===== config.mk =====
export PLATFORM = sky130hd
export DESIGN_NAME = dadc_top
export DESIGN_NICKNAME = d
export VERILOG_FILES = /design/src/pkg/dadc_pkg.sv /design/src/hdl/dadc_top.sv
export VERILOG_INCLUDE_DIRS = /design/src /design/src/pkg
export SDC_FILE = /design/constraint.sdc
export NUM_CORES = 1
export LEC_CHECK = 0
export BUFFER_PORTS_ARGS = -buffer_cell sky130_fd_sc_hd__buf_2
export CORE_AREA = 2 2 223 225
export DETAILED_ROUTE_END_ITERATION = 10
export DIE_AREA = 0 0 225 227
export MAX_ROUTING_LAYER = met4
export SETUP_SLACK_MARGIN = 0.15
export SLEW_MARGIN = 20
export SYNTH_ARGS = -nofsm -noshare
export SYNTH_HDL_FRONTEND = slang
export SYNTH_SLANG_ARGS = --single-unit
export TNS_END_PERCENT = 30

===== constraint.sdc =====
create_clock -name clk -period 6.4 [get_ports clk]
set_input_delay 0.32 -clock clk [delete_from_list [all_inputs] [get_ports clk]]
set_output_delay 0.32 -clock clk [all_outputs]
set_load 0.005 [all_outputs]

===== src/pkg/dadc_defs.svh =====
`ifndef DADC_DEFS_SVH
`define DADC_DEFS_SVH

// ==========================================
// datapath shape
`define DADC_WORD_W        10
`define DADC_PIPE_LAT      5
`define DADC_FIFO_DEPTH    8
`define DADC_RECOVER_CYC   10

// ==========================================
// register map, byte addresses on apb
`define DADC_ADDR_W        8
`define DADC_CTRL_OFS      8'h00
`define DADC_STAT_OFS      8'h04
`define DADC_CTRL_RST      4'h0

// ==========================================
// control fields
`define DADC_CTRL_OVR_BIT  0
`define DADC_CTRL_M2_BIT   1
`define DADC_CTRL_M1_BIT   2
`define DADC_CTRL_FMT_BIT  3
`define DADC_CTRL_W        4

`endif


===== src/pkg/dadc_pkg.sv =====
package dadc_pkg;

    // ==========================================
    // operating option chosen by the two mode pins
    typedef enum logic [1:0] {
        MODE_PD_ALL,
        MODE_PD_B,
        MODE_NORMAL,
        MODE_ALIGN
    } dadc_mode_t;

endpackage


===== src/hdl/dadc_top.sv =====
`include "dadc_defs.svh"

// ==========================================
// sample buffer
module dadc_fifo #(
    parameter int W     = 20,
    parameter int DEPTH = `DADC_FIFO_DEPTH
) (
    input  wire logic         clk,
    input  wire logic         rstn,
    input  wire logic         ce,
    input  wire logic [W-1:0] in_data,
    input  wire logic         in_valid,
    output logic              in_ready,
    output logic [W-1:0]      out_data,
    output logic              out_valid,
    input  wire logic         out_ready
);
    localparam int AW = $clog2(DEPTH);

    logic [W-1:0]  mem [DEPTH];
    logic [AW-1:0] wr_ptr;
    logic [AW-1:0] rd_ptr;
    logic [AW:0]   count;
    logic [AW:0]   next_count;
    logic          push;
    logic          pop;

    if (DEPTH < 2 || (DEPTH & (DEPTH - 1)) != 0) begin : g_chk
        $error("fifo depth must be a power of two, at least 2");
    end

    assign push     = in_valid && in_ready;
    assign pop      = out_valid && out_ready;
    assign out_data = mem[rd_ptr];

    always_comb begin
        next_count = count;
        if (push && !pop) begin
            next_count = count + 1'b1;
        end else if (pop && !push) begin
            next_count = count - 1'b1;
        end
    end

    // flags are kept as flops so that ready leaves the block unbuffered
    always_ff @(posedge clk or negedge rstn) begin
        if (!rstn) begin
            count     <= '0;
            in_ready  <= 1'b1;
            out_valid <= 1'b0;
        end else if (ce) begin
            count     <= next_count;
            in_ready  <= next_count != (AW+1)'(DEPTH);
            out_valid <= next_count != '0;
        end
    end

    always_ff @(posedge clk or negedge rstn) begin
        if (!rstn) begin
            wr_ptr <= '0;
            rd_ptr <= '0;
        end else if (ce) begin
            if (push) begin
                wr_ptr <= wr_ptr + 1'b1;
            end
            if (pop) begin
                rd_ptr <= rd_ptr + 1'b1;
            end
        end
    end

    always_ff @(posedge clk) begin
        if (ce && push) begin
            mem[wr_ptr] <= in_data;
        end
    end
endmodule

// Overview of operation
// - each channel outputs latched words five encode cycles after sampling, after rising edges
// - format select high gives two's complement, low gives offset binary
// - powered-down channels release their output drivers to high impedance
// - one option stops both channels, another stops only channel B
// - data is valid again only ten encode cycles after leaving power-down
// - data align delays channel B output by half an encode period
// - with antiphase clocks and align, B data appears at clock A rising edge
// - shared clock with align: B updates in antiphase to A
// - shared clock without align: both outputs update on the same rising edge
module dadc_top #(
    parameter int W     = `DADC_WORD_W,
    parameter int LAT   = `DADC_PIPE_LAT,
    parameter int DEPTH = `DADC_FIFO_DEPTH
) (
    input  wire logic                    clk,
    input  wire logic                    rstn,
    input  wire logic                    ce,
    input  wire logic                    enc_a,
    input  wire logic                    enc_b,
    input  wire logic                    format_select,
    input  wire logic                    mode_pin_one,
    input  wire logic                    mode_pin_two,
    input  wire logic [W-1:0]            smp_a_data,
    input  wire logic                    smp_a_valid,
    output logic                         smp_a_ready,
    input  wire logic [W-1:0]            smp_b_data,
    input  wire logic                    smp_b_valid,
    output logic                         smp_b_ready,
    output logic [W-1:0]                 dout_a,
    output logic                         dout_a_oe_n,
    output logic [W-1:0]                 dout_b,
    output logic                         dout_b_oe_n,
    output logic                         clkout_a,
    output logic                         clkout_b,
    output logic                         valid_a,
    output logic                         valid_b,
    input  wire logic                    psel,
    input  wire logic                    penable,
    input  wire logic                    pwrite,
    input  wire logic [`DADC_ADDR_W-1:0] paddr,
    input  wire logic [31:0]             pwdata,
    output logic [31:0]                  prdata,
    output logic                         pready,
    output logic                         pslverr
);
    import dadc_pkg::*;

    if (LAT < 1 || LAT > 14 || W < 2) begin : g_chk
        $error("latency must be 1..14 and word width at least 2");
    end

    localparam logic [3:0] REC = 4'(`DADC_RECOVER_CYC);

    // ==========================================
    // pin synchronisers
    logic [4:0]            pin_s1;
    logic [4:0]            pin_s2;
    logic [1:0]            enc_d;
    logic [1:0]            rise;
    logic [1:0]            fall;

    always_ff @(posedge clk or negedge rstn) begin
        if (!rstn) begin
            pin_s1 <= '0;
            pin_s2 <= '0;
            enc_d  <= '0;
        end else if (ce) begin
            pin_s1 <= {format_select, mode_pin_two, mode_pin_one, enc_b, enc_a};
            pin_s2 <= pin_s1;
            enc_d  <= pin_s2[1:0];
        end
    end

    assign rise = pin_s2[1:0] & ~enc_d;
    assign fall = ~pin_s2[1:0] & enc_d;

    // ==========================================
    // mode and format selection
    logic [`DADC_CTRL_W-1:0] ctrl;
    dadc_mode_t              mode;
    logic                    fmt_tc;
    logic [1:0]              run;
    logic                    align;

    function automatic dadc_mode_t decode_mode(input logic one, input logic two);
        dadc_mode_t m;
        unique case ({one, two})
            2'b10: m = MODE_NORMAL;
            2'b11: m = MODE_ALIGN;
            2'b01: m = MODE_PD_B;
            2'b00: m = MODE_PD_ALL;
        endcase
        return m;
    endfunction

    function automatic logic [W-1:0] fmt(input logic [W-1:0] w, input logic tc);
        return w ^ {tc, {(W-1){1'b0}}};
    endfunction

    // software may override the pins; pins are the default after reset
    // pin option select
    always_ff @(posedge clk or negedge rstn) begin
        if (!rstn) begin
            mode   <= MODE_NORMAL;
            fmt_tc <= 1'b0;
        end else if (ce) begin
            if (ctrl[`DADC_CTRL_OVR_BIT]) begin
                mode   <= decode_mode(ctrl[`DADC_CTRL_M1_BIT], ctrl[`DADC_CTRL_M2_BIT]);
                fmt_tc <= ctrl[`DADC_CTRL_FMT_BIT];
            end else begin
                mode   <= decode_mode(pin_s2[2], pin_s2[3]);
                fmt_tc <= pin_s2[4];
            end
        end
    end

    assign run[0] = mode != MODE_PD_ALL;
    assign run[1] = mode == MODE_NORMAL || mode == MODE_ALIGN;
    assign align  = mode == MODE_ALIGN;

    // ==========================================
    // per-channel pipeline
    logic [W-1:0] in_data  [2];
    logic [1:0]   in_valid;
    logic [1:0]   in_ready;
    logic [W-1:0] fifo_q   [2];
    logic [1:0]   fifo_v;
    logic [W-1:0] pipe     [2][LAT];
    logic [W-1:0] stage    [2];
    logic [W-1:0] dout     [2];
    logic [1:0]   oe_n;
    logic [1:0]   clk_o;
    logic [1:0]   vld;
    logic [3:0]   rec_cnt  [2];

    assign in_data[0] = smp_a_data;
    assign in_data[1] = smp_b_data;
    assign in_valid   = {smp_b_valid, smp_a_valid};

    for (genvar ch = 0; ch < 2; ch++) begin : g_ch
        // halted channel stops popping, so the buffer fills and stalls the source
        dadc_fifo #(.W(W), .DEPTH(DEPTH)) u_fifo (
            .clk       (clk),
            .rstn      (rstn),
            .ce        (ce),
            .in_data   (in_data[ch]),
            .in_valid  (in_valid[ch]),
            .in_ready  (in_ready[ch]),
            .out_data  (fifo_q[ch]),
            .out_valid (fifo_v[ch]),
            .out_ready (rise[ch] && run[ch])
        );

        always_ff @(posedge clk or negedge rstn) begin
            if (!rstn) begin
                for (int i = 0; i < LAT; i++) begin
                    pipe[ch][i] <= '0;
                end
                stage[ch] <= '0;
            end else if (ce && rise[ch] && run[ch]) begin
                if (fifo_v[ch]) begin
                    pipe[ch][0] <= fifo_q[ch];
                end
                for (int i = 1; i < LAT; i++) begin
                    pipe[ch][i] <= pipe[ch][i-1];
                end
                stage[ch] <= pipe[ch][LAT-1];
            end
        end

        // channel b in align mode loads on the falling encode edge from stage
        // half-cycle align
        always_ff @(posedge clk or negedge rstn) begin
            if (!rstn) begin
                dout[ch] <= '0;
            end else if (ce) begin
                if (!run[ch]) begin
                    dout[ch] <= '0;
                end else if (ch == 1 && align) begin
                    if (fall[ch]) begin
                        dout[ch] <= fmt(stage[ch], fmt_tc);
                    end
                end else if (rise[ch]) begin
                    dout[ch] <= fmt(pipe[ch][LAT-1], fmt_tc);
                end
            end
        end

        always_ff @(posedge clk or negedge rstn) begin
            if (!rstn) begin
                oe_n[ch]  <= 1'b0;
                clk_o[ch] <= 1'b0;
            end else if (ce) begin
                oe_n[ch]  <= !run[ch];
                clk_o[ch] <= pin_s2[ch];
            end
        end

        always_ff @(posedge clk or negedge rstn) begin
            if (!rstn) begin
                rec_cnt[ch] <= REC;
                vld[ch]     <= 1'b0;
            end else if (ce) begin
                if (!run[ch]) begin
                    rec_cnt[ch] <= REC;
                end else if (rise[ch] && rec_cnt[ch] != 4'h0) begin
                    rec_cnt[ch] <= rec_cnt[ch] - 4'h1;
                end
                vld[ch] <= run[ch] && rec_cnt[ch] == 4'h0;
            end
        end
    end

    assign smp_a_ready = in_ready[0];
    assign smp_b_ready = in_ready[1];
    assign dout_a      = dout[0];
    assign dout_b      = dout[1];
    assign dout_a_oe_n = oe_n[0];
    assign dout_b_oe_n = oe_n[1];
    assign clkout_a    = clk_o[0];
    assign clkout_b    = clk_o[1];
    assign valid_a     = vld[0];
    assign valid_b     = vld[1];

    // ==========================================
    // apb slave, one wait state on every access
    logic        acc;
    logic        hit;
    logic [31:0] rd_val;

    assign acc = psel && penable;
    assign hit = paddr == `DADC_CTRL_OFS || (paddr == `DADC_STAT_OFS && !pwrite);

    always_comb begin
        rd_val = 32'h0;
        if (paddr == `DADC_CTRL_OFS) begin
            rd_val[`DADC_CTRL_W-1:0] = ctrl;
        end else if (paddr == `DADC_STAT_OFS) begin
            rd_val[9:0] = {fmt_tc, align, fifo_v, vld, run, mode};
        end
    end

    always_ff @(posedge clk or negedge rstn) begin
        if (!rstn) begin
            pready  <= 1'b0;
            pslverr <= 1'b0;
            prdata  <= 32'h0;
        end else if (ce) begin
            if (acc && !pready) begin
                pready  <= 1'b1;
                pslverr <= !hit;
                prdata  <= pwrite ? 32'h0 : rd_val;
            end else begin
                pready  <= 1'b0;
                pslverr <= 1'b0;
            end
        end
    end

    always_ff @(posedge clk or negedge rstn) begin
        if (!rstn) begin
            ctrl <= `DADC_CTRL_RST;
        end else if (ce && acc && pready && pwrite && paddr == `DADC_CTRL_OFS) begin
            ctrl <= pwdata[`DADC_CTRL_W-1:0];
        end
    end

    // ==========================================
    // checks
    logic [3:0]   tk_cnt;
    logic [W-1:0] tk_val;
    logic [3:0]   on_cnt;

    // follows one sample of channel a through the pipeline
    always_ff @(posedge clk or negedge rstn) begin
        if (!rstn) begin
            tk_cnt <= 4'h0;
            tk_val <= '0;
        end else if (ce && rise[0]) begin
            if (!run[0]) begin
                tk_cnt <= 4'h0;
            end else if (tk_cnt == 4'h0 && fifo_v[0]) begin
                tk_cnt <= 4'h1;
                tk_val <= fifo_q[0];
            end else if (tk_cnt != 4'h0 && tk_cnt < 4'(LAT)) begin
                tk_cnt <= tk_cnt + 4'h1;
            end else begin
                tk_cnt <= 4'h0;
            end
        end
    end

    // encode rises of channel b since it was last powered down
    always_ff @(posedge clk or negedge rstn) begin
        if (!rstn) begin
            on_cnt <= 4'h0;
        end else if (ce) begin
            if (!run[1]) begin
                on_cnt <= 4'h0;
            end else if (rise[1] && on_cnt != 4'hf) begin
                on_cnt <= on_cnt + 4'h1;
            end
        end
    end

    pipe_latency_a: assert property (
        @(posedge clk) disable iff (!rstn)
        ce && rise[0] && run[0] && tk_cnt == 4'(LAT) |=> dout_a == fmt(tk_val, $past(fmt_tc)))
        else $error("channel a word not out after pipeline latency");

    a_edge_only_a: assert property (
        @(posedge clk) disable iff (!rstn)
        $changed(dout_a) && !dout_a_oe_n |-> $past(rise[0]))
        else $error("channel a changed without a rising encode edge");

    out_coding_a: assert property (
        @(posedge clk) disable iff (!rstn)
        ce && rise[0] && run[0] |=> dout_a[W-1] == ($past(pipe[0][LAT-1][W-1]) ^ $past(fmt_tc)))
        else $error("output coding does not follow format select");

    pd_hiz_a: assert property (
        @(posedge clk) disable iff (!rstn)
        ce && !run[0] |=> dout_a_oe_n && dout_b_oe_n)
        else $error("drivers enabled during full power-down");

    pd_b_only_a: assert property (
        @(posedge clk) disable iff (!rstn)
        ce && mode == MODE_PD_B |=> !dout_a_oe_n && dout_b_oe_n)
        else $error("channel b power-down affects the wrong channel");

    recovery_wait_a: assert property (
        @(posedge clk) disable iff (!rstn)
        $rose(valid_b) |-> on_cnt >= REC)
        else $error("channel b valid before recovery cycles elapsed");

    align_fall_a: assert property (
        @(posedge clk) disable iff (!rstn)
        $past(align) && $changed(dout_b) && !dout_b_oe_n |-> $past(fall[1]))
        else $error("aligned channel b changed off the falling edge");

    no_align_rise_a: assert property (
        @(posedge clk) disable iff (!rstn)
        !$past(align) && $changed(dout_b) && !dout_b_oe_n |-> $past(rise[1]))
        else $error("channel b changed off the rising edge without align");
endmodule


# == After elaboration in Yosys (flattened, before gate mapping) ==
# Memories as Yosys holds them, arrays and structs flattened. A register that Yosys moved wholly into a read port is not among the register bits.
# Cells that the tools add are included.
# word_totals
regBits,201
ram_bits,160
inputBits,73
output_inout_bits,62
memories,2
# op_classes
add_sub_neg,10
n_eq_ne,16
n_mux,28
bitwise_logic,7
reduce_logical,61
# memory_table
memory,depth,word_bits,read_ports,rd_clocked_by_memory_dff,write_ports,line,rtl
g_ch[0].u_fifo.mem,8,10,1,1,1,dadc_top.sv:21,logic [W-1:0] mem [DEPTH];
g_ch[1].u_fifo.mem,8,10,1,1,1,dadc_top.sv:21,
# ops
cell,count
10-bit two-way mux,8
4-bit two-way mux,9
10-bit bitwise XOR,3
1-bit logical AND,27
2-bit AND reduction,10
2-bit case mux with 4 select lines,2
4-bit nonzero test,4
"4-bit by 1-bit subtractor with 4-bit output, second input constant",4
"3-bit by 1-bit adder with 3-bit output, second input constant",4
"2-bit equality test, second input constant",6
1-bit logical NOT,11
"4-bit by 1-bit adder with 4-bit output, second input constant",2
"8-bit by 3-bit equality test with 1-bit output, second input constant",1
4-bit logical NOT,2
8-bit logical NOT,1
"4-bit inequality test, second input constant",2
1-bit two-way mux,7
6-bit two-way mux,1
2-bit AND,2
"2-bit by 1-bit equality test with 1-bit output, second input constant",2
2-bit logical NOT,2
"2-bit by 1-bit inequality test with 1-bit output, second input constant",2
2-bit inverter,2
"3-bit by 2-bit inequality test with 1-bit output, second input constant",1
other kinds (6),7

# == Longest topological paths before layout ==
# depth
depth_word,8
ltp_mapped,7
depth_no_buf,7

# == Hierarchy ==
# From an unflattened synthesis, not the netlist that was laid out.
# hier_totals
cells_unflattened,861
area_unflattened_um2,14518.9
# by_module_without_submodules
mod,instances,cells_per_inst,area_per_inst_um2,seq_area_each_um2
dadc_top,1,484,7034.2,4335.4
dadc_fifo (g_ch[1].u_fifo),1,186,3769.9,2703.8
dadc_fifo (g_ch[0].u_fifo),1,191,3714.8,2703.8

# == Worst setup path after synthesis ==
# OpenSTA, ideal clock, no wires.
# synth_path
path_kind,input -> register
startpoint,in ce
endpoint,"mem g_ch[1].u_fifo.mem[1][0] (netlist name), enable pin"
setup_time_ps,390
arrival_time_ps,1901
path_slack_ps,4110
cell_stages,5
n_path_buf,3
cell_sequence,buf_2 > buf_2 > buf_1 > nand4_1 > nor3_1
# synth_between
elab_chain_len,3
# synth_lines
item,line,rtl
"start, declared",dadc_top.sv:97,"input wire logic ce,"
1-bit logical AND,dadc_top.sv:74,if (ce && push) begin
1-bit two-way mux,dadc_top.sv:74,
1-bit two-way mux (not written as such),dadc_top.sv:75,mem[wr_ptr] <= in_data;
"end, declared",dadc_top.sv:21,
# Every way passes these cells.

# == Worst setup path after layout ==
# layout_path
startpoint,reg mode[1]
endpoint,reg g_ch[0].u_fifo.rd_ptr[1]
# layout_between
elab_chain_len,4
# layout_lines
item,line,rtl
"start, declared",dadc_top.sv:160,dadc_mode_t mode;
"start signal, assigned",dadc_top.sv:188,"mode <= decode_mode(ctrl[`DADC_CTRL_M1_BIT], ctrl[`DADC_CTRL_M2_BIT]);"
"start signal, assigned",dadc_top.sv:191,"mode <= decode_mode(pin_s2[2], pin_s2[3]);"
2-bit nonzero test,dadc_top.sv:197,assign run[0] = mode != MODE_PD_ALL;
1-bit logical AND,dadc_top.sv:231,.out_ready (rise[ch] && run[ch])
1-bit logical AND,dadc_top.sv:34,assign pop = out_valid && out_ready;
2-bit AND reduction (no line),--,
"end signal, assigned",dadc_top.sv:68,rd_ptr <= rd_ptr + 1'b1;
"end, declared",dadc_top.sv:23,logic [AW-1:0] rd_ptr;
# Every way passes these cells.
# A chain may end at the register's enable or synchronous reset.

==> summary.txt <==
STA
  – Slew @ Worst Pin: 1.07 ns
  – # setup viols final: 0
  – Fmax: 0.401 GHz
  – Min Tclk post-route: 2.49 ns
  – Final Skew: 0.0198 ns
  – Unrepaired setup endpoints after global routing: no
  – Relative slew slack: 28.2%
  – Period utilization: 39.0%
  – Hold Fails Final Rpt: 0
  – Final Max Slew Viols: 0
  – Setup tns final: 0 ns

Clock tree
  – Clock root cell: clkbuf_16
  – CTS tree: done
  – H-Tree Depth: 2
  – Inserted Clock Buffers: 38
  – Worst-path clk slew: 0.06 ns
  – Post-CTS setup buffer count: 0
  – CTS resizes: 0
  – Bufs on Longest Clock Path: 3
  – Sink Count: 357
  – Clk Latency, worst-skew pair: 0.55 ns

Die
  – Initial Util: 29.7%
  – IO Count: 135
  – Die area: 51,100 µm²
  – Core area: 48,500 µm²
  – DIE HEIGHT: 227 µm
  – Row cnt: 81
  – Chip width: 225 µm

Synthesis
  – EDFF count, synth: 160
  – Count of state elements after synthesis: 357
  – Post-Synth Simple-Gate Area: 8.17%
  – Mux share of post-synthesis cell area: 14.7%
  – XOR/XNOR Fraction of Synth Area: 1.03%
  – Post-synthesis adder-cell area fraction: 0.954%
  – Mapped cell area: 14,400 µm²
  – Synth Area in Compound Gates: 4.52%
  – Ys Warns: 0
  – Cell variety after synth: 61
  – Synth Instances: 990
  – Ys flop type: dfrtp_1
  – Largest family of logic cells by synthesized area: multiplexers
  – Async SR Flop Fraction: 55.2%
  – Sequential area share after synthesis: 67.5%
  – Synth Area per Inst: 14.6 µm²

Run status
  – Status: finished, final reports clean

Cells and area
  – # nets final: 1,167
  – Filler cell count: 4,632
  – Share of cells above drive strength 1: 26.7%
  – Area of the multi-input gates: 4370 µm²
  – Commonest non-fill, non-tap cell in the layout: dfrtp_1
  – Layout Utilization: 34.6%
  – Area Growth Syn to Fin: 16.5%
  – FF+latch area: 9740 µm²
  – Most frequent cells in the layout: 190 x dfrtp_1, 170 x nand2_1, 160 x edfxtp_1, 83 x buf_2, 72 x mux2_2

Routing
  – DRC: 0
  – DR vias/cell: 4.47
  – Router iterations before antenna repair: 5
  – Starting DRC count in detailed routing: 492
  – Antenna Nets Post-Route: 0
  – Total Wirelength: 26,800 µm
  – Via count: 7,763
  – WL per Instance: 15.4 µm

Global routing
  – First-pass GRT wire length: 42,200 µm
  – Pin count of the biggest net entering global routing: 113
  – Total track usage: 10.9%
  – Initial antenna violation count: 3
  – Vias in the first global route: 7,475
  – Congestion Overflow GR: 0

Worst setup path
  – WP data required: 6.83 ns
  – CP startpoint: mode[1]
  – FF-to-FF Start: mode[1]
  – CP top delay family: simple AND/OR/NAND/NOR gates
  – Critical Path, Cell by Cell: nor2_4, nor3_4, buf_4, nand2_1, mux2_2
  – R2R Setup Slk: 3.91 ns
  – Crit Path Max Fanout: 52
  – Crit path largest cell delay: 0.70 ns
  – Worst Path Buf+Inv: 1
  – Slowest-stage cell, CP: dfstp_2
  – Arrival @ worst endpoint: 2.92 ns
  – Type of element launching the critical path: flop
  – Worst setup EP type: flop
  – WS Path Type: reg -> reg

Power and ir drop
  – Pleak: 0.00688 µW
  – Pwr dens: 422 nW/µm²
  – Peak supply drop: 0.166 mV

Run
  – Max Cap Viol: 0

Placed design
  – IO Port Bufs: 84
  – Gpl congestion: 0.731
  – Detailed Place HPWL: 16,300 µm

Worst hold path
  – Min-Delay Path Class: in -> reg
  – Min-delay src: pwdata[3]
## cells by family after synthesis
kind of cell,after synthesis
AO/OA/AOI/OAI,95
buffers and inverters,86
adder cells (fa/ha/maj),11
multiplexers,153
AND/OR/NAND/NOR,270
other,1
XOR/XNOR,17
flip-flops,357
## stage by stage
step / hold slack (ns) / total power [µW] / setup slack [ns] / instances / area (µm²)
floorplan: 0.0244 / 4490 / 4.11 / 1011 / 14500
global placement: 0.452 / 4880 / 3.44 / 1657 / 15400
detailed placement: 0.449 / 4950 / 3.46 / 1657 / 15400
CTS: 0.0000826 / 7210 / 3.88 / 1735 / 16800
global route: 0.0175 / 7520 / 3.71 / 1738 / 16800
finish: 0.0330 / 7090 / 3.91 / 1738 / 16800
## layout make-up
cell class,count,area share (%)
diodes,3,0.0447
clock buffers,45,5.99
clock inverters,25,1.50
inverters,16,0.357
multi-input cells,568,26.0
flip-flops and latches,357,58.0
well taps,622,4.63
repair buffers,102,3.50
## power by group
group          switching, µW  internal (µW)  total, µW
Combinational            709            790       1500
Clock                    903           1300       2200
Sequential               417           2970       3390
## layer usage
metal | wire, µm | GRT usage [%] | vias to the layer above
met5 | 0 | - | -
met1 | 12600 | 14.2 | 3824
met4 | 706 | 4.14 | 0
li1 | - | - | 3739
met2 | 12200 | 16.5 | 151
met3 | 1300 | 2.50 | 49
## final timing paths
path / end / cells past startpoint
max: g_ch[0].u_fifo.rd_ptr[1] / 5
min: ctrl[3] / 2
max reg2reg: g_ch[0].u_fifo.rd_ptr[1] / 5
min reg2reg: pipe[84] / 2
max in group asynchronous: pin_s2[3] / 3
min in group asynchronous: pipe[95] / 2
## worst reg2reg max path, delay by kind of cell, from the launching register on
family / cells / cell delay (ns)
and+or+nand+nor: 3 / 0.80
DFF: 1 / 0.70
buffers and inverters: 1 / 0.46
muxes: 1 / 0.41
## synthesized netlist by cell type (3+ instances only)
| library cell | n | share of area [%] |
|---|---|---|
| mux2_2 | 72 | 5.6 |
| xnor2_1 | 11 | 0.67 |
| ha_1 | 11 | 0.95 |
| nand3_1 | 13 | 0.45 |
| a22o_1 | 15 | 0.91 |
| buf_4 | 22 | 1.1 |
| a22oi_1 | 3 | 0.16 |
| o21ai_0 | 25 | 0.87 |
| or3_1 | 4 | 0.17 |
| nor4_1 | 3 | 0.13 |
| nand2b_1 | 8 | 0.35 |
| buf_6 | 3 | 0.23 |
| o31ai_1 | 13 | 0.68 |
| and3_1 | 4 | 0.17 |
| nand2_1 | 170 | 4.4 |
| buf_1 | 6 | 0.16 |
| buf_2 | 11 | 0.38 |
| dfrtp_1 | 190 | 33 |
| a21oi_1 | 22 | 0.76 |
| mux4_2 | 40 | 6.2 |
| mux2i_1 | 41 | 2.8 |
| clkbuf_1 | 28 | 0.73 |
| xor2_1 | 6 | 0.36 |
| nor3_1 | 8 | 0.28 |
| inv_1 | 16 | 0.42 |
| nor2_1 | 39 | 1.0 |
| dfstp_2 | 7 | 1.3 |
| edfxtp_1 | 160 | 33 |
## flip-flops by register name (all words and copies together) (netlist names), 2 cells and up
| register | cells |
|---|---|
| ctrl | 4 |
| dout_a | 10 |
| dout_b | 10 |
| enc_d | 2 |
| g_ch.u_fifo.count | 8 |
| g_ch.u_fifo.in_ready | 2 |
| g_ch.u_fifo.mem | 160 |
| g_ch.u_fifo.out_valid | 2 |
| g_ch.u_fifo.rd_ptr | 6 |
| g_ch.u_fifo.wr_ptr | 6 |
| mode | 2 |
| pin_s1 | 5 |
| pin_s2 | 5 |
| pipe | 100 |
| prdata | 10 |
| rec_cnt | 8 |
| stage | 10 |
## what timing repair did
action,CTS,global route
hold buffers,8,0
hold endpoints to repair,119,0
endpoints found under the setup margin,0,0
Power figures use the tool's default switching activity.
